--- config.mk ---
export PLATFORM = sky130hd
export DESIGN_NAME = hdt_desc_tables
export DESIGN_NICKNAME = d
export VERILOG_FILES = /design/src/hdt_pkg.sv /design/src/hdt_desc_tables.sv
export SDC_FILE = /design/constraint.sdc
export NUM_CORES = 1
export LEC_CHECK = 0
export ABC_AREA = 1
export BUFFER_PORTS_ARGS = -buffer_cell sky130_fd_sc_hd__buf_2
export CAP_MARGIN = 5
export CORE_UTILIZATION = 53
export DETAILED_ROUTE_END_ITERATION = 8
export HOLD_SLACK_MARGIN = 0.12
export PLACE_DENSITY = 0.8
export SKIP_LAST_GASP = 1
export SLEW_MARGIN = 5
export SYNTH_ARGS = -nofsm -noshare
export SYNTH_HDL_FRONTEND = slang
export SYNTH_SLANG_ARGS = --single-unit
--- constraint.sdc ---
create_clock -name clk -period 0.8 [get_ports clk]
set_input_delay 0 -clock clk [delete_from_list [all_inputs] [get_ports clk]]
set_output_delay 0 -clock clk [all_outputs]
set_load 0.05 [all_outputs]
--- src/hdt_pkg.sv ---
package hdt_pkg;

    // Address space of one read: the other-speed configuration set.
    localparam int          ADDR_W         = 6;
    localparam logic [5:0]  OFS_IF_STT     = 6'h09;
    localparam logic [5:0]  OFS_EP_STT     = 6'h12;
    localparam logic [5:0]  OFS_IF_MTT     = 6'h19;
    localparam logic [5:0]  OFS_EP_MTT     = 6'h22;
    localparam logic [5:0]  SET_END_STT    = 6'h19;
    localparam logic [5:0]  SET_END_MTT    = 6'h29;

    // Field offsets inside the configuration descriptor.
    localparam logic [5:0]  CFG_OFS_LEN    = 6'h00;
    localparam logic [5:0]  CFG_OFS_TYPE   = 6'h01;
    localparam logic [5:0]  CFG_OFS_TOT_LO = 6'h02;
    localparam logic [5:0]  CFG_OFS_TOT_HI = 6'h03;
    localparam logic [5:0]  CFG_OFS_NUMIF  = 6'h04;
    localparam logic [5:0]  CFG_OFS_VALUE  = 6'h05;
    localparam logic [5:0]  CFG_OFS_STRING = 6'h06;
    localparam logic [5:0]  CFG_OFS_ATTR   = 6'h07;
    localparam logic [5:0]  CFG_OFS_POWER  = 6'h08;

    // Field offsets inside interface and endpoint descriptors.
    localparam logic [5:0]  IF_OFS_LEN      = 6'h00;
    localparam logic [5:0]  IF_OFS_TYPE     = 6'h01;
    localparam logic [5:0]  IF_OFS_NUMBER   = 6'h02;
    localparam logic [5:0]  IF_OFS_NUM_EP   = 6'h04;
    localparam logic [5:0]  IF_OFS_CLASS    = 6'h05;
    localparam logic [5:0]  IF_OFS_SUBCLASS = 6'h06;
    localparam logic [5:0]  EP_OFS_LEN      = 6'h00;
    localparam logic [5:0]  EP_OFS_TYPE     = 6'h01;
    localparam logic [5:0]  EP_OFS_ADDR     = 6'h02;
    localparam logic [5:0]  EP_OFS_ATTR     = 6'h03;
    localparam logic [5:0]  IF_OFS_ALT     = 6'h03;
    localparam logic [5:0]  IF_OFS_PROTO   = 6'h07;
    localparam logic [5:0]  IF_OFS_STRING  = 6'h08;
    localparam logic [5:0]  EP_OFS_MPS_LO  = 6'h04;
    localparam logic [5:0]  EP_OFS_MPS_HI  = 6'h05;
    localparam logic [5:0]  EP_OFS_IVAL    = 6'h06;

    // Configuration descriptor values.
    localparam logic [7:0]  CFG_LEN        = 8'h09;
    localparam logic [7:0]  CFG_TYPE       = 8'h07;
    localparam logic [15:0] TOTAL_LEN_STT  = 16'h0019;
    localparam logic [15:0] TOTAL_LEN_MTT  = 16'h0029;
    localparam logic [7:0]  CFG_NUM_IF     = 8'h01;
    localparam logic [7:0]  CFG_VALUE      = 8'h01;
    localparam logic [7:0]  CFG_STRING     = 8'h00;
    localparam logic [7:0]  ATTR_BUS_PWR   = 8'ha0;
    localparam logic [7:0]  ATTR_SELF_PWR  = 8'he0;

    // Interface descriptor values.
    localparam logic [7:0]  IF_LEN         = 8'h09;
    localparam logic [7:0]  IF_TYPE        = 8'h04;
    localparam logic [7:0]  IF_NUMBER      = 8'h00;
    localparam logic [7:0]  IF_ALT_STT     = 8'h00;
    localparam logic [7:0]  IF_ALT_MTT     = 8'h01;
    localparam logic [7:0]  IF_NUM_EP      = 8'h01;
    localparam logic [7:0]  IF_CLASS       = 8'h09;
    localparam logic [7:0]  IF_SUBCLASS    = 8'h00;
    localparam logic [7:0]  IF_PROTO_ONE   = 8'h00;
    localparam logic [7:0]  IF_PROTO_TWO   = 8'h01;
    localparam logic [7:0]  IF_PROTO_MTT   = 8'h02;
    localparam logic [7:0]  IF_STRING      = 8'h00;

    // Status change endpoint descriptor values.
    localparam logic [7:0]  EP_LEN         = 8'h07;
    localparam logic [7:0]  EP_TYPE        = 8'h05;
    localparam logic [7:0]  EP_ADDR        = 8'h81;
    localparam logic [7:0]  EP_ATTR        = 8'h03;
    localparam logic [15:0] EP_MPS         = 16'h0001;
    localparam logic [7:0]  EP_IVAL_HS     = 8'h0c;

    localparam logic [7:0]  BYTE_NONE      = 8'h00;

endpackage

--- src/hdt_desc_tables.sv ---
// Notes on behaviour
// - Configuration value byte five reads 01h.
// - Configuration string index byte six reads 00h.
// - Bus power gives attributes A0h.
// - Self power gives attributes E0h only.
// - Bus power reports bus max current byte.
// - Self power reports self max current byte.
// - Max power comes from stored power fields.
// - Single interface descriptor fixed header bytes.
// - Single interface protocol 00h, 01h when multi.
// - Interface string index always 00h.
// - Single endpoint descriptor fixed bytes.
// - High-speed polling interval reads 0Ch.
// - Multi interface: alternate 01h, protocol 02h.
// - Multi descriptors present only when multi enabled.
// - Multi endpoint descriptor fixed bytes.
// - Total length 0019h or 0029h.
module hdt_desc_tables (
    input  wire logic       clk,
    input  wire logic       nrst,
    input  wire logic       power_source_select,
    input  wire logic [7:0] bus_powered_max_current,
    input  wire logic [7:0] self_powered_max_current,
    input  wire logic       multi_translator_enable,
    input  wire logic       rd_en,
    input  wire logic [5:0] rd_addr,
    output logic            rd_valid,
    output logic [7:0]      rd_data,
    output logic            rd_last,
    output logic            rd_miss
);

    logic       rst_meta;
    logic       rst_sync;
    logic [7:0] next_data;
    logic [5:0] set_end;
    logic [5:0] rel_if_stt;
    logic [5:0] rel_ep_stt;
    logic [5:0] rel_if_mtt;
    logic [5:0] rel_ep_mtt;
    logic       in_cfg;
    logic       in_if_stt;
    logic       in_ep_stt;
    logic       in_if_mtt;
    logic       in_ep_mtt;
    logic [7:0] cfg_data;
    logic [7:0] proto_stt;
    logic [7:0] max_power;
    logic [7:0] attributes;
    logic [15:0] total_len;

    // Interface descriptor byte; shared by the single and multi copies.
    function automatic logic [7:0] if_byte(input logic [5:0] rel,
                                            input logic [7:0] alt,
                                            input logic [7:0] proto);
        logic [7:0] b;
        b = hdt_pkg::BYTE_NONE;
        unique case (rel)
            hdt_pkg::IF_OFS_LEN:      b = hdt_pkg::IF_LEN;
            hdt_pkg::IF_OFS_TYPE:     b = hdt_pkg::IF_TYPE;
            hdt_pkg::IF_OFS_NUMBER:   b = hdt_pkg::IF_NUMBER;
            hdt_pkg::IF_OFS_ALT:    b = alt;
            hdt_pkg::IF_OFS_NUM_EP:   b = hdt_pkg::IF_NUM_EP;
            hdt_pkg::IF_OFS_CLASS:    b = hdt_pkg::IF_CLASS;
            hdt_pkg::IF_OFS_SUBCLASS: b = hdt_pkg::IF_SUBCLASS;
            hdt_pkg::IF_OFS_PROTO:  b = proto;
            hdt_pkg::IF_OFS_STRING: b = hdt_pkg::IF_STRING;
            default: b = hdt_pkg::BYTE_NONE;
        endcase
        return b;
    endfunction

    // Status change endpoint byte; both copies are identical.
    function automatic logic [7:0] ep_byte(input logic [5:0] rel);
        logic [7:0] b;
        b = hdt_pkg::BYTE_NONE;
        unique case (rel)
            hdt_pkg::EP_OFS_LEN:  b = hdt_pkg::EP_LEN;
            hdt_pkg::EP_OFS_TYPE: b = hdt_pkg::EP_TYPE;
            hdt_pkg::EP_OFS_ADDR: b = hdt_pkg::EP_ADDR;
            hdt_pkg::EP_OFS_ATTR: b = hdt_pkg::EP_ATTR;
            hdt_pkg::EP_OFS_MPS_LO: b = hdt_pkg::EP_MPS[7:0];
            hdt_pkg::EP_OFS_MPS_HI: b = hdt_pkg::EP_MPS[15:8];
            hdt_pkg::EP_OFS_IVAL:   b = hdt_pkg::EP_IVAL_HS;
            default: b = hdt_pkg::BYTE_NONE;
        endcase
        return b;
    endfunction

    // Reset is released through two flops so release is clean.
    always_ff @(posedge clk or negedge nrst) begin
        if (!nrst) begin
            rst_meta <= 1'b0;
            rst_sync <= 1'b0;
        end else begin
            rst_meta <= 1'b1;
            rst_sync <= rst_meta;
        end
    end

    // Power and length selection follow the live configuration fields,
    // which the loader holds stable once default or serial load is done.
    assign attributes = power_source_select
                        ? hdt_pkg::ATTR_SELF_PWR : hdt_pkg::ATTR_BUS_PWR;
    assign max_power  = power_source_select
                        ? self_powered_max_current : bus_powered_max_current;
    assign total_len  = multi_translator_enable
                        ? hdt_pkg::TOTAL_LEN_MTT : hdt_pkg::TOTAL_LEN_STT;
    assign set_end    = multi_translator_enable
                        ? hdt_pkg::SET_END_MTT : hdt_pkg::SET_END_STT;
    assign proto_stt  = multi_translator_enable
                        ? hdt_pkg::IF_PROTO_TWO : hdt_pkg::IF_PROTO_ONE;

    // Region decode of the byte address.
    assign in_cfg     = rd_addr < hdt_pkg::OFS_IF_STT;
    assign in_if_stt  = !in_cfg && rd_addr < hdt_pkg::OFS_EP_STT;
    assign in_ep_stt  = rd_addr >= hdt_pkg::OFS_EP_STT
                        && rd_addr < hdt_pkg::OFS_IF_MTT;
    assign in_if_mtt  = multi_translator_enable
                        && rd_addr >= hdt_pkg::OFS_IF_MTT
                        && rd_addr < hdt_pkg::OFS_EP_MTT;
    assign in_ep_mtt  = multi_translator_enable
                        && rd_addr >= hdt_pkg::OFS_EP_MTT
                        && rd_addr < hdt_pkg::SET_END_MTT;
    assign rel_if_stt = rd_addr - hdt_pkg::OFS_IF_STT;
    assign rel_ep_stt = rd_addr - hdt_pkg::OFS_EP_STT;
    assign rel_if_mtt = rd_addr - hdt_pkg::OFS_IF_MTT;
    assign rel_ep_mtt = rd_addr - hdt_pkg::OFS_EP_MTT;

    // Configuration descriptor bytes, length field low byte first.
    always_comb begin
        cfg_data = hdt_pkg::BYTE_NONE;
        unique case (rd_addr)
            hdt_pkg::CFG_OFS_LEN:    cfg_data = hdt_pkg::CFG_LEN;
            hdt_pkg::CFG_OFS_TYPE:   cfg_data = hdt_pkg::CFG_TYPE;
            hdt_pkg::CFG_OFS_TOT_LO: cfg_data = total_len[7:0];
            hdt_pkg::CFG_OFS_TOT_HI: cfg_data = total_len[15:8];
            hdt_pkg::CFG_OFS_NUMIF:  cfg_data = hdt_pkg::CFG_NUM_IF;
            hdt_pkg::CFG_OFS_VALUE:  cfg_data = hdt_pkg::CFG_VALUE;
            hdt_pkg::CFG_OFS_STRING: cfg_data = hdt_pkg::CFG_STRING;
            hdt_pkg::CFG_OFS_ATTR:   cfg_data = attributes;
            hdt_pkg::CFG_OFS_POWER:  cfg_data = max_power;
            default:                 cfg_data = hdt_pkg::BYTE_NONE;
        endcase
    end

    // Byte mux; addresses past the set read as zero and flag a miss.
    assign next_data =
        in_cfg    ? cfg_data :
        in_if_stt ? if_byte(rel_if_stt, hdt_pkg::IF_ALT_STT, proto_stt) :
        in_ep_stt ? ep_byte(rel_ep_stt) :
        in_if_mtt ? if_byte(rel_if_mtt, hdt_pkg::IF_ALT_MTT,
                            hdt_pkg::IF_PROTO_MTT) :
        in_ep_mtt ? ep_byte(rel_ep_mtt) :
                    hdt_pkg::BYTE_NONE;

    // Answer one cycle after the read; data holds between reads.
    always_ff @(posedge clk or negedge rst_sync) begin
        if (!rst_sync) begin
            rd_valid <= 1'b0;
            rd_data  <= hdt_pkg::BYTE_NONE;
            rd_last  <= 1'b0;
            rd_miss  <= 1'b0;
        end else begin
            rd_valid <= rd_en;
            if (rd_en) begin
                rd_data <= next_data;
                rd_last <= rd_addr == set_end - 6'h01;
                rd_miss <= rd_addr >= set_end;
            end
        end
    end

    cfg_value_a: assert property (
        @(posedge clk) disable iff (!rst_sync)
        rd_en && rd_addr == hdt_pkg::CFG_OFS_VALUE
        |=> rd_valid && rd_data == hdt_pkg::CFG_VALUE)
        else $error("Configuration value byte is wrong.");

    cfg_string_a: assert property (
        @(posedge clk) disable iff (!rst_sync)
        rd_en && rd_addr == hdt_pkg::CFG_OFS_STRING
        |=> rd_data == hdt_pkg::CFG_STRING)
        else $error("Configuration string index is not zero.");

    attr_bus_a: assert property (
        @(posedge clk) disable iff (!rst_sync)
        rd_en && rd_addr == hdt_pkg::CFG_OFS_ATTR && !power_source_select
        |=> rd_data == hdt_pkg::ATTR_BUS_PWR)
        else $error("Bus-powered attributes byte is wrong.");

    attr_self_a: assert property (
        @(posedge clk) disable iff (!rst_sync)
        rd_en && rd_addr == hdt_pkg::CFG_OFS_ATTR && power_source_select
        |=> rd_data == hdt_pkg::ATTR_SELF_PWR)
        else $error("Self-powered attributes byte is wrong.");

    power_bus_a: assert property (
        @(posedge clk) disable iff (!rst_sync)
        rd_en && rd_addr == hdt_pkg::CFG_OFS_POWER && !power_source_select
        |=> rd_data == $past(bus_powered_max_current))
        else $error("Bus-powered max power byte is wrong.");

    power_self_a: assert property (
        @(posedge clk) disable iff (!rst_sync)
        rd_en && rd_addr == hdt_pkg::CFG_OFS_POWER && power_source_select
        |=> rd_data == $past(self_powered_max_current))
        else $error("Self-powered max power byte is wrong.");

    if_header_a: assert property (
        @(posedge clk) disable iff (!rst_sync)
        rd_en && rd_addr == hdt_pkg::OFS_IF_STT
        ##1 rd_en && rd_addr == hdt_pkg::OFS_IF_STT + hdt_pkg::IF_OFS_TYPE
        |=> rd_data == hdt_pkg::IF_TYPE
            && $past(rd_data) == hdt_pkg::IF_LEN)
        else $error("Interface length and type bytes are wrong.");

    if_proto_a: assert property (
        @(posedge clk) disable iff (!rst_sync)
        rd_en && rd_addr == hdt_pkg::OFS_IF_STT + hdt_pkg::IF_OFS_PROTO
        |=> rd_data == ($past(multi_translator_enable)
                        ? hdt_pkg::IF_PROTO_TWO : hdt_pkg::IF_PROTO_ONE))
        else $error("Single interface protocol byte is wrong.");

    if_string_a: assert property (
        @(posedge clk) disable iff (!rst_sync)
        rd_en && (rd_addr == hdt_pkg::OFS_IF_STT + hdt_pkg::IF_OFS_STRING
                  || rd_addr == hdt_pkg::OFS_IF_MTT + hdt_pkg::IF_OFS_STRING)
        |=> rd_data == hdt_pkg::IF_STRING)
        else $error("Interface string index is not zero.");

    ep_addr_a: assert property (
        @(posedge clk) disable iff (!rst_sync)
        rd_en && rd_addr == hdt_pkg::OFS_EP_STT + hdt_pkg::EP_OFS_ADDR
        |=> rd_data == hdt_pkg::EP_ADDR)
        else $error("Endpoint address byte is wrong.");

    ep_interval_a: assert property (
        @(posedge clk) disable iff (!rst_sync)
        rd_en && rd_addr == hdt_pkg::OFS_EP_STT + hdt_pkg::EP_OFS_IVAL
        |=> rd_data == hdt_pkg::EP_IVAL_HS)
        else $error("Polling interval byte is wrong.");

    mtt_iface_a: assert property (
        @(posedge clk) disable iff (!rst_sync)
        multi_translator_enable && rd_en
        && rd_addr == hdt_pkg::OFS_IF_MTT + hdt_pkg::IF_OFS_ALT
        |=> rd_data == hdt_pkg::IF_ALT_MTT)
        else $error("Multi interface alternate setting is wrong.");

    mtt_hidden_a: assert property (
        @(posedge clk) disable iff (!rst_sync)
        !multi_translator_enable && rd_en && rd_addr >= hdt_pkg::OFS_IF_MTT
        |=> rd_miss && rd_data == hdt_pkg::BYTE_NONE)
        else $error("Multi descriptors visible while disabled.");

    mtt_ep_attr_a: assert property (
        @(posedge clk) disable iff (!rst_sync)
        multi_translator_enable && rd_en
        && rd_addr == hdt_pkg::OFS_EP_MTT + hdt_pkg::EP_OFS_ATTR
        |=> rd_data == hdt_pkg::EP_ATTR && !rd_miss)
        else $error("Multi endpoint attributes byte is wrong.");

    total_len_a: assert property (
        @(posedge clk) disable iff (!rst_sync)
        rd_en && rd_addr == hdt_pkg::CFG_OFS_TOT_LO
        |=> rd_data == ($past(multi_translator_enable)
                        ? hdt_pkg::TOTAL_LEN_MTT[7:0]
                        : hdt_pkg::TOTAL_LEN_STT[7:0]))
        else $error("Total length low byte is wrong.");

    mps_order_a: assert property (
        @(posedge clk) disable iff (!rst_sync)
        rd_en && rd_addr == hdt_pkg::OFS_EP_STT + hdt_pkg::EP_OFS_MPS_LO
        ##1 rd_en && rd_addr == hdt_pkg::OFS_EP_STT + hdt_pkg::EP_OFS_MPS_HI
        |=> rd_data == hdt_pkg::EP_MPS[15:8]
            && $past(rd_data) == hdt_pkg::EP_MPS[7:0])
        else $error("Max packet size byte order is wrong.");

    if_class_a: assert property (
        @(posedge clk) disable iff (!rst_sync)
        rd_en && rd_addr == hdt_pkg::OFS_IF_STT + hdt_pkg::IF_OFS_CLASS
        |=> rd_data == hdt_pkg::IF_CLASS)
        else $error("Interface class byte is wrong.");

    ep_header_a: assert property (
        @(posedge clk) disable iff (!rst_sync)
        rd_en && rd_addr == hdt_pkg::OFS_EP_STT + hdt_pkg::EP_OFS_LEN
        |=> rd_data == hdt_pkg::EP_LEN)
        else $error("Endpoint length byte is wrong.");

    mtt_proto_a: assert property (
        @(posedge clk) disable iff (!rst_sync)
        multi_translator_enable && rd_en
        && rd_addr == hdt_pkg::OFS_IF_MTT + hdt_pkg::IF_OFS_PROTO
        |=> rd_data == hdt_pkg::IF_PROTO_MTT)
        else $error("Multi interface protocol byte is wrong.");

    mtt_shown_a: assert property (
        @(posedge clk) disable iff (!rst_sync)
        multi_translator_enable && rd_en && rd_addr == hdt_pkg::OFS_IF_MTT
        |=> !rd_miss && rd_data == hdt_pkg::IF_LEN)
        else $error("Multi interface hidden while enabled.");

    mtt_ep_ival_a: assert property (
        @(posedge clk) disable iff (!rst_sync)
        multi_translator_enable && rd_en
        && rd_addr == hdt_pkg::OFS_EP_MTT + hdt_pkg::EP_OFS_IVAL
        |=> rd_data == hdt_pkg::EP_IVAL_HS)
        else $error("Multi endpoint polling interval is wrong.");

    total_hi_a: assert property (
        @(posedge clk) disable iff (!rst_sync)
        rd_en && rd_addr == hdt_pkg::CFG_OFS_TOT_HI
        |=> rd_data == ($past(multi_translator_enable)
                        ? hdt_pkg::TOTAL_LEN_MTT[15:8]
                        : hdt_pkg::TOTAL_LEN_STT[15:8]))
        else $error("Total length high byte is wrong.");

    set_last_a: assert property (
        @(posedge clk) disable iff (!rst_sync)
        rd_en && rd_addr + 6'h01 == (multi_translator_enable
                                     ? hdt_pkg::SET_END_MTT
                                     : hdt_pkg::SET_END_STT)
        |=> rd_last && !rd_miss)
        else $error("Last byte of the set is not flagged.");

endmodule // hdt_desc_tables

* Word-level counts from Yosys, hierarchy flattened
Memory sizes are Yosys's and may differ from the RTL's. Index checks and enable logic that the tools add are counted.
Word-level totals: flip-flop bits (word level) 13, memory bits (read-only) 64, input port bits 27, output and inout port bits 11, word-level logic and storage cells 72, memories kept 1
Memories:
- (name not given) | depth 16, width 4, rd ports 1, clocked after Yosys merged registers in 0, wr ports 0, RTL line hdt_desc_tables.sv:58 | unique case (rel)
Cells by class: add/sub/neg operators 5, order comparisons 9, eq/ne operators 22, mux-type cells 15, reductions and logical operators 14
Operators by type and width (count):
- case mux 8 bit (6 select lines) | 2
- equality test 6 x 3 -> 1 bit (second input constant) | 10
- two-way mux 8 bit | 7
- case mux 8 bit (7 select lines) | 1
- equality test 6 x 2 -> 1 bit (second input constant) | 6
- equality test 6 x 1 -> 1 bit (second input constant) | 4
- logical NOT 6 bit | 4
- case mux 4 bit (4 select lines) | 1
- >= comparator 6 x 5 -> 1 bit (second input constant) | 2
- less-than comparator 6 x 5 -> 1 bit (second input constant) | 2
- less-than comparator 6 bit (second input constant) | 2
- two-way mux 6 bit | 2
- subtractor 6 x 5 -> 6 bit (second input constant) | 2
- two-way mux 7 bit | 1
- equality test 6 x 4 -> 1 bit (second input constant) | 1
- equality test 6 bit | 1
- >= comparator 6 bit | 1
- >= comparator 6 bit (second input constant) | 1
- logical AND 1 bit | 6
- less-than comparator 6 x 4 -> 1 bit (second input constant) | 1
- subtractor 6 x 1 -> 6 bit (second input constant) | 1
- subtractor 6 x 4 -> 6 bit (second input constant) | 1
- subtractor 6 bit (second input constant) | 1
- OR reduction 2 bit | 2
- other kinds (3) | 3

* Longest topological paths before layout
Gate-level depths: netlist of run 1.
depth in word-level cells 8, depth in mapped cells 14, gate-level depth less buffers 14

* Least setup slack after synthesis of run 1
Ideal clock, no wire load.
path kind input-to-reg, start in rd_addr[1], end reg rd_data[3], library setup time 0.062 ns, arrival time 1.133 ns, required time 0.738 ns, slack -0.396 ns, cell stages on the path 11, path buffers 0, cell sequence inv_2 ha_1 nand2_1 a21oi_1 xor2_1 nand2_1 nand2_1 nand2_1 nand3_1 nand2_1 inv_1
Between the ends: longest elaborated chain between the ends 8, elaborated cells between the ends (all ways) 58, those cells by class add/sub (4); order compare (8); eq/ne (21); mux (10); reduce/logical (14); memory (1)
Ends and longest elaborated chain:
- start: declaration | RTL line hdt_desc_tables.sv:26 | input wire logic [5:0] rd_addr,
- subtractor 6 bit / >= comparator 6 bit (equally long branches) | RTL line hdt_desc_tables.sv:128, hdt_desc_tables.sv:123
- equality test 6 x 3 -> 1 bit, or another cell as far along | RTL line hdt_desc_tables.sv:77 | unique case (rel)
- case mux 8 bit (6 select lines) / logical AND 1 bit (equally long branches) | RTL line hdt_desc_tables.sv:77, hdt_desc_tables.sv:124
- two-way mux 8 bit | RTL line hdt_desc_tables.sv:154 | in_ep_mtt ? ep_byte(rel_ep_mtt) :
- two-way mux 8 bit | RTL line hdt_desc_tables.sv:152 | in_if_mtt ? if_byte(rel_if_mtt, hdt_pkg::IF_ALT_MTT,
- two-way mux 8 bit | RTL line hdt_desc_tables.sv:151 | in_ep_stt ? ep_byte(rel_ep_stt) :
- two-way mux 8 bit | RTL line hdt_desc_tables.sv:150 | in_if_stt ? if_byte(rel_if_stt, hdt_pkg::IF_ALT_STT, proto_stt) :
- two-way mux 8 bit (*) | RTL line hdt_desc_tables.sv:149 | in_cfg ? cfg_data :
- end signal: assignment | RTL line hdt_desc_tables.sv:161 | rd_data <= hdt_pkg::BYTE_NONE;
- end signal: assignment | RTL line hdt_desc_tables.sv:167 | rd_data <= next_data;
- end: declaration | RTL line hdt_desc_tables.sv:28 | output logic [7:0] rd_data,
Mark *: on every way between the ends. The rest lies on a longest branch, timed or not. A chain may end at the register's enable or synchronous reset.

* Final worst setup path of run 1
Ends and elaborated chain as after synthesis.

==> summary.md, run 1 <==
| Metric | Value |
|---|---|
| Crit Path Category | `input pin to flip-flop` |
| I/O Buffers | `37` |
| DP Wirelength | `3600 um` |
| Cell Area, Synth | `0.00147 mm^2` |
| Startpoint types | `input pin` |
| Antenna Cells | `0` |
| Comb power frac | `51.4%` |
| Sw power | `1.00 mW` |
| Syn_area_per_cell | `6.49 um^2` |
| Hold WS | `0.142 ns` |
| Vias in the first global route | `1812` |
| Cts bufs inserted | `3` |
| Final Core Density | `93.1%` |
| Outcome | `complete, but fails checks` |
| Post-synth EDFFs | `0` |
| Ys flop type | `dfrtp_1` |
| Cell Pwr Density | `1000 mW/mm^2` |
| Sequential area share after synthesis | `22.1%` |
| Largest net degree at the start of global routing | `12` |
| Row cnt | `18` |
| Routed wire length | `7140 um` |
| Gr ovfl total | `0` |
| Failing checks | `setup timing` |
| Clock skew | `0.0116 ns` |
| CORE AREA | `0.00254 mm^2` |
| Syn_nets | `259` |
| Iteration-0 DRC Markers | `258` |
| Die area | `0.00299 mm^2` |
| P_int | `1.37 mW` |
| Critical path arrival | `1.35 ns` |
| Min-Delay Path Depth | `4` |
| Clock Latency Late Sink | `0.29 ns` |
| Antenna violations before repair | `0` |
| Nets@finish | `340` |
| Post-route cell area | `0.00237 mm^2` |
| Routed Antenna Nets | `0` |
| WL per Instance | `21.2 um` |
| Filler Cells Inserted | `99` |
| Clock slew at reported path FFs | `0.09 ns` |
| Final TNS setup | `-2.82 ns` |
| Final Cycle Share | `141%` |
| # clock sinks | `13` |
| Starting Density | `57.9%` |
| Layout cells sized above 1 | `48.2%` |
| Synth Register Bits | `13` |
| Synth cell types | `32` |
| Synth warnings | `0` |
| HP Class | `input pin to flip-flop` |
| CTS tree | `built` |
| Slew Viols, Final | `0` |
| # IOs | `38` |
| Final Hold Fails | `0` |
| CP Capture Type | `flip-flop` |
| Peak VDD IR | `1130 uV` |
| Detailed-router iteration count before antenna repair | `5` |
| First-pass GRT wire length | `7980 um` |
| Reg2reg path depth | `4` |
| GRT Total Usage | `38.4%` |
| Post-synthesis cell count | `227` |
| Final Wtd Congestion | `0.908` |
| Min cycle time layout | `1.13 ns` |
| Switching share of power | `42.2%` |
| Layout area overhead | `60.8%` |
| Final setup margin | `-0.327 ns` |
| Worst-path maximum fanout | `6` |
| Maximum clock path buffer count | `2` |
| DR vias | `2233` |
| RSZ-0062 raised after global routing | `yes` |
| Cell Area, Placed | `0.00198 mm^2` |
| Chip height | `54.7 um` |
| CTS root buffer | `clkbuf_4` |
| # DRC | `0` |
| Place WS | `-0.573 ns` |
| Max Freq | `887 MHz` |
| MaxCap Viol Count | `0` |
| Asr flop ratio synth | `100%` |
| Power share of the clock group | `18.2%` |
| Share of power burned in registers | `30.4%` |
| Leak pwr | `1.18 nW` |
| Critical Path RT | `1.02 ns` |
| DIE WIDTH | `54.7 um` |
| Final Setup Violations | `19` |
| H-tree depth | `1` |
| DR vias/cell | `6.63` |
==> power by group through the flow <==
stage	sequential [mW]	combinational, mW	clock (mW)
3_3_place_gp	0.722	0.905	0
4_1_cts	0.719	1.06	0.410
3_5_place_dp	0.725	0.924	0
6_report	0.723	1.22	0.433
5_1_grt	0.725	1.27	0.455
2_1_floorplan	0.839	0.492	0
==> through the flow <==
| step | power (mW) | instances |
|---|---|---|
| floorplan | 1.33 | 227 |
| global placement | 1.63 | 319 |
| detailed placement | 1.65 | 319 |
| CTS | 2.19 | 333 |
| global route | 2.45 | 337 |
| finish | 2.38 | 337 |
==> cells in the mapped netlist, types with 2 or more instances <==
cell type,number,area [um^2]
nand2_1,66,248
nand2_2,5,31.3
a21oi_1,15,75.1
or2_2,2,12.5
nor2_2,3,18.8
o21ai_1,7,35.0
dfrtp_1,13,325
buf_6,2,22.5
o21ai_0,4,20.0
nor3_1,4,20.0
ha_1,5,62.6
nand2_4,6,67.6
inv_1,17,63.8
nor2_1,20,75.1
nand4_1,5,31.3
a21oi_2,2,17.5
nand3_2,3,30.0
clkbuf_1,2,7.51
nand3b_1,4,30.0
nand3_1,20,100
nor2_4,4,45.0
inv_2,8,30.0
==> per-layer routing <==
layer / vias up / GRT usage [%] / wire length [um]
li1: 901 / - / -
met1: 964 / 44.3 / 2280
met2: 263 / 69.5 / 3350
met3: 105 / 7.50 / 856
met4: 0 / 12.8 / 651
met5: - / 0 / 0
==> sequential cells by signal, summed over array words and instances, names as in the netlist <==
name and count:
rd_miss 1, rst_meta 1, rd_valid 1, rst_sync 1, rd_data 8, rd_last 1
==> cell families after synthesis <==
logic type / share of synthesized area [%]
XOR/XNOR: 0.595
buffers and inverters: 9.18
adder cells (fa/ha/maj): 4.25
flip-flops: 22.1
AND/OR/NAND/NOR: 50.6
other: 0.255
AO/OA/AOI/OAI: 13.0
==> worst max-delay path: stages <==
cell and delay (ns):
buf_12 0.12, inv_12 0.06, ha_4 0.16, nand2_2 0.07
a21oi_2 0.20, xor2_2 0.26, nand2_1 0.12, nand2_2 0.09
nand2_1 0.05, nand3_1 0.08, nand2_1 0.06, inv_1 0.07
==> layout make-up <==
type,count,area (um^2),area share (%)
multi-input combinational,183,1170,49.6
timing repair buffer,81,671,28.3
sequential,13,332,14.0
inverter,26,128,5.39
tap,30,37.5,1.58
clock buffer,4,26.3,1.11
==> cell usage in the layout (no fill, tap or decap), types with 3 or more instances in the layout <==
| cell type | synthesis | layout |
|---|---|---|
| inv_1 | 17 | 14 |
| nor2_4 | 4 | 6 |
| clkbuf_4 | 0 | 4 |
| nor2_2 | 3 | 3 |
| nor3_1 | 4 | 3 |
| nand3b_1 | 4 | 4 |
| inv_2 | 8 | 7 |
| buf_6 | 2 | 14 |
| buf_4 | 1 | 37 |
| o21ai_1 | 7 | 10 |
| nand2_4 | 6 | 10 |
| nand3_1 | 20 | 20 |
| a21oi_2 | 2 | 4 |
| nor2_1 | 20 | 18 |
| buf_12 | 0 | 3 |
| nand2_1 | 66 | 53 |
| dfrtp_1 | 13 | 8 |
| nand2_2 | 5 | 13 |
| a21oi_1 | 15 | 13 |
| ha_1 | 5 | 3 |
| buf_2 | 0 | 21 |
| dfrtp_2 | 0 | 5 |
| nand4_1 | 5 | 5 |
==> final timing paths <==
path | to | slack (ns) | startpoint
setup / recovery | rd_data[3]$_DFFE_PN0P_ | -0.33 | rd_addr[1]
hold / removal | rd_data[1]$_DFFE_PN0P_ | 0.14 | rd_en
setup reg to reg | rd_data[2]$_DFFE_PN0P_ | -0.20 | rd_data[2]$_DFFE_PN0P_
hold reg to reg | rd_data[2]$_DFFE_PN0P_ | 0.18 | rst_sync$_DFF_PN0_
max in group asynchronous | rst_sync$_DFF_PN0_ | 0.08 | nrst
min in group asynchronous | rd_data[2]$_DFFE_PN0P_ | 0.18 | rst_sync$_DFF_PN0_
==> timing repair <==
action / CTS / global route
gates resized for setup: 46 / 21
endpoints found under the hold margin: 4 / 0
setup buffers: 7 / 4
hold buffers: 3 / 0
pin swaps: 26 / 13
endpoints found under the setup margin: 19 / 20
(Power assumes the default switching activity.)
==> inputs of run 2 (changes only) <==
BUFFER_PORTS_ARGS = not set   (was -buffer_cell sky130_fd_sc_hd__buf_2)
CORE_UTILIZATION = 63   (was 53)
DONT_BUFFER_PORTS = 1   (was not set)
PLACE_DENSITY = 0.79   (was 0.8)
clock period = 1.4 ns   (was 0.8 ns; I/O delays follow)
==> run 2 against run 1 <==
Against the previous run: flip-flop and latch count unchanged; the flow now finishes without violations; largest cell class unchanged; total power down 55%; routed wire length shrank 39%; via count fell by 24%; sequential power decreased by 42%; design area is 23% lower.
==> summary.md, run 2 (synthesis results as in run 1) <==
| Metric | Value |
|---|---|
| Max Freq | `760 MHz` |
| RSZ-0062 raised after global routing | `no` |
| Critical path arrival | `1.52 ns` |
| Met2 WL post-DR | `2060 um` |
| Detailed-router iteration count before antenna repair | `5` |
| Antenna violations before repair | `0` |
| Place WS | `0.0815 ns` |
| Leak pwr | `0.909 nW` |
| GRT Total Usage | `35.1%` |
| Min cycle time layout | `1.32 ns` |
| P_int | `0.665 mW` |
| DR vias/cell | `5.89` |
| Critical path's largest stage delay | `0.57 ns` |
| Layout area overhead | `23.4%` |
| Worst-path cell chain | `inv_2 > buf_4 > nand2_4 > nor2_2 > nand2_2 > o311ai_1 > nand2_1 > dlygate4sd3_1 > nand2_1` |
| Slew Viols, Final | `0` |
| Iteration-0 DRC Markers | `101` |
| Commonest non-fill, non-tap cell in the layout | `nand2_1` |
| Cell Pwr Density | `588 mW/mm^2` |
| Nets@finish | `293` |
| Most frequent cells in the layout | `66 x nand2_1, 20 x nand3_1, 19 x nor2_1, 17 x inv_1, 16 x dlygate4sd3_1` |
| Final setup margin | `0.0845 ns` |
| CP Capture Type | `flip-flop` |
| Chip height | `50.4 um` |
| Routed wire length | `4320 um` |
| Max reg flops | `8` |
| DR vias | `1697` |
| Starting Density | `66.6%` |
| DP Wirelength | `3040 um` |
| Cts bufs inserted | `3` |
| Maximum clock path buffer count | `2` |
| Outcome | `completed` |
| Final Wtd Congestion | `0.961` |
| CORE AREA | `0.00221 mm^2` |
| Worst-path maximum fanout | `6` |
| Top cell by count, worst path | `nand2_1` |
| Critical Path RT | `1.61 ns` |
| Vias in the first global route | `1511` |
| Share of power burned in registers | `39.3%` |
| Power share of the clock group | `20.9%` |
| Post-layout power | `1.07 mW` |
| Layout cells sized above 1 | `22.3%` |
| Final Hold Fails | `0` |
| Highest Signal Layer | `met4` |
| Metal3 WL | `388 um` |
| Sw power | `0.403 mW` |
| Final Cycle Share | `94.0%` |
| H-tree depth | `1` |
| Largest net degree at the start of global routing | `12` |
| Clock skew | `0.00856 ns` |
| Crit Path Category | `input pin to flip-flop` |
| # DRC | `0` |
| WL per Instance | `15.0 um` |
| Comb power frac | `39.8%` |
| Final Setup Violations | `0` |
| # clock sinks | `13` |
| Clock slew at reported path FFs | `0.08 ns` |
| Antenna Cells | `0` |
| Final Core Density | `82.1%` |
| Non-filler cells, final | `288` |
| Startpoint types | `input pin` |
| Row cnt | `17` |
| Clock Latency Late Sink | `0.27 ns` |
| I/O Buffers | `0` |
| CP max stage cell | `dlygate4sd3_1` |
| HP Class | `input pin to flip-flop` |
| Placed Instances | `262` |
| Die area | `0.00254 mm^2` |
| Routed Antenna Nets | `0` |
| Largest Register | `rd_data` |
| DIE WIDTH | `50.4 um` |
| Switching share of power | `37.7%` |
| Peak VDD IR | `701 uV` |
| MaxCap Viol Count | `0` |
| CTS tree | `built` |
| Met1 wire length | `1760 um` |
| CTS root buffer | `clkbuf_4` |
| First-pass GRT wire length | `6640 um` |
| Final TNS setup | `0 ns` |
| # IOs | `38` |
| Gr ovfl total | `0` |
[run 2: cell count changes in the layout (fill, tap and decap cells not counted), moves of 3 or more]
cell | before | now
nand2_4 | 10 | 6
buf_2 | 21 | 0
dlygate4sd3_1 | 2 | 16
dfrtp_2 | 5 | 0
buf_4 | 37 | 15
inv_1 | 14 | 17
buf_12 | 3 | 0
nand2_1 | 53 | 66
nand2_2 | 13 | 5
dfrtp_1 | 8 | 13
buf_6 | 14 | 0
[run 2: layout make-up]
cell class | instances | area (um^2)
inverter | 26 | 101
sequential | 13 | 325
fill | 136 | 395
clock buffer | 4 | 26.3
multi-input combinational | 183 | 1020
timing repair buffer | 34 | 310
tap | 28 | 35.0
[run 2: critical path, delay by kind of cell]
kind | cells | cell delay (ns)
AO/OA/AOI/OAI | 1 | 0.29
buffers and inverters | 3 | 0.77
AND/OR/NAND/NOR | 5 | 0.46
[run 2: power groups by stage]
stage	sequential [mW]	clock (mW)	combinational, mW
after floorplan	0.477	0	0.249
after global placement	0.425	0	0.349
after detailed placement	0.426	0	0.355
after CTS	0.419	0.240	0.406
after global routing	0.421	0.245	0.460
final	0.419	0.223	0.425
[run 2: worst paths after layout]
check                                             start                endpoint  slack (ns)  cells after the start
worst max-delay path                         rd_addr[1]  rd_data[5]$_DFFE_PN0P_        0.08                      9
worst min-delay path            multi_translator_enable  rd_data[0]$_DFFE_PN0P_        0.14                      5
worst max register to register      rd_miss$_DFFE_PN0P_     rd_miss$_DFFE_PN0P_        0.18                      3
worst min register to register       rst_sync$_DFF_PN0_  rd_data[3]$_DFFE_PN0P_        0.18                      0
max in group asynchronous                          nrst      rst_sync$_DFF_PN0_        0.79                      2
min in group asynchronous            rst_sync$_DFF_PN0_  rd_data[3]$_DFFE_PN0P_        0.18                      0
[run 2: metrics by stage]
stage | cell area, um^2 | hold WS [ns]
2_1_floorplan | 1470 | -0.296
3_3_place_gp | 1560 | -0.296
3_5_place_dp | 1560 | -0.296
4_1_cts | 1790 | 0.131
5_1_grt | 1820 | 0.178
6_report | 1820 | 0.140
[run 2: repair_timing]
item                                    in CTS  in global routing
endpoints found under the setup margin       0                  7
resized for setup                            0                  7
hold buffers                                20                  0
endpoints found under the hold margin       13                  0
buffers inserted                             0                  3
[run 2: metal layers]
metal	vias up	track usage (%)
met5	-	0
li1	804	-
met4	0	16.2
met1	782	45.8
met3	12	6.36
met2	99	55.8
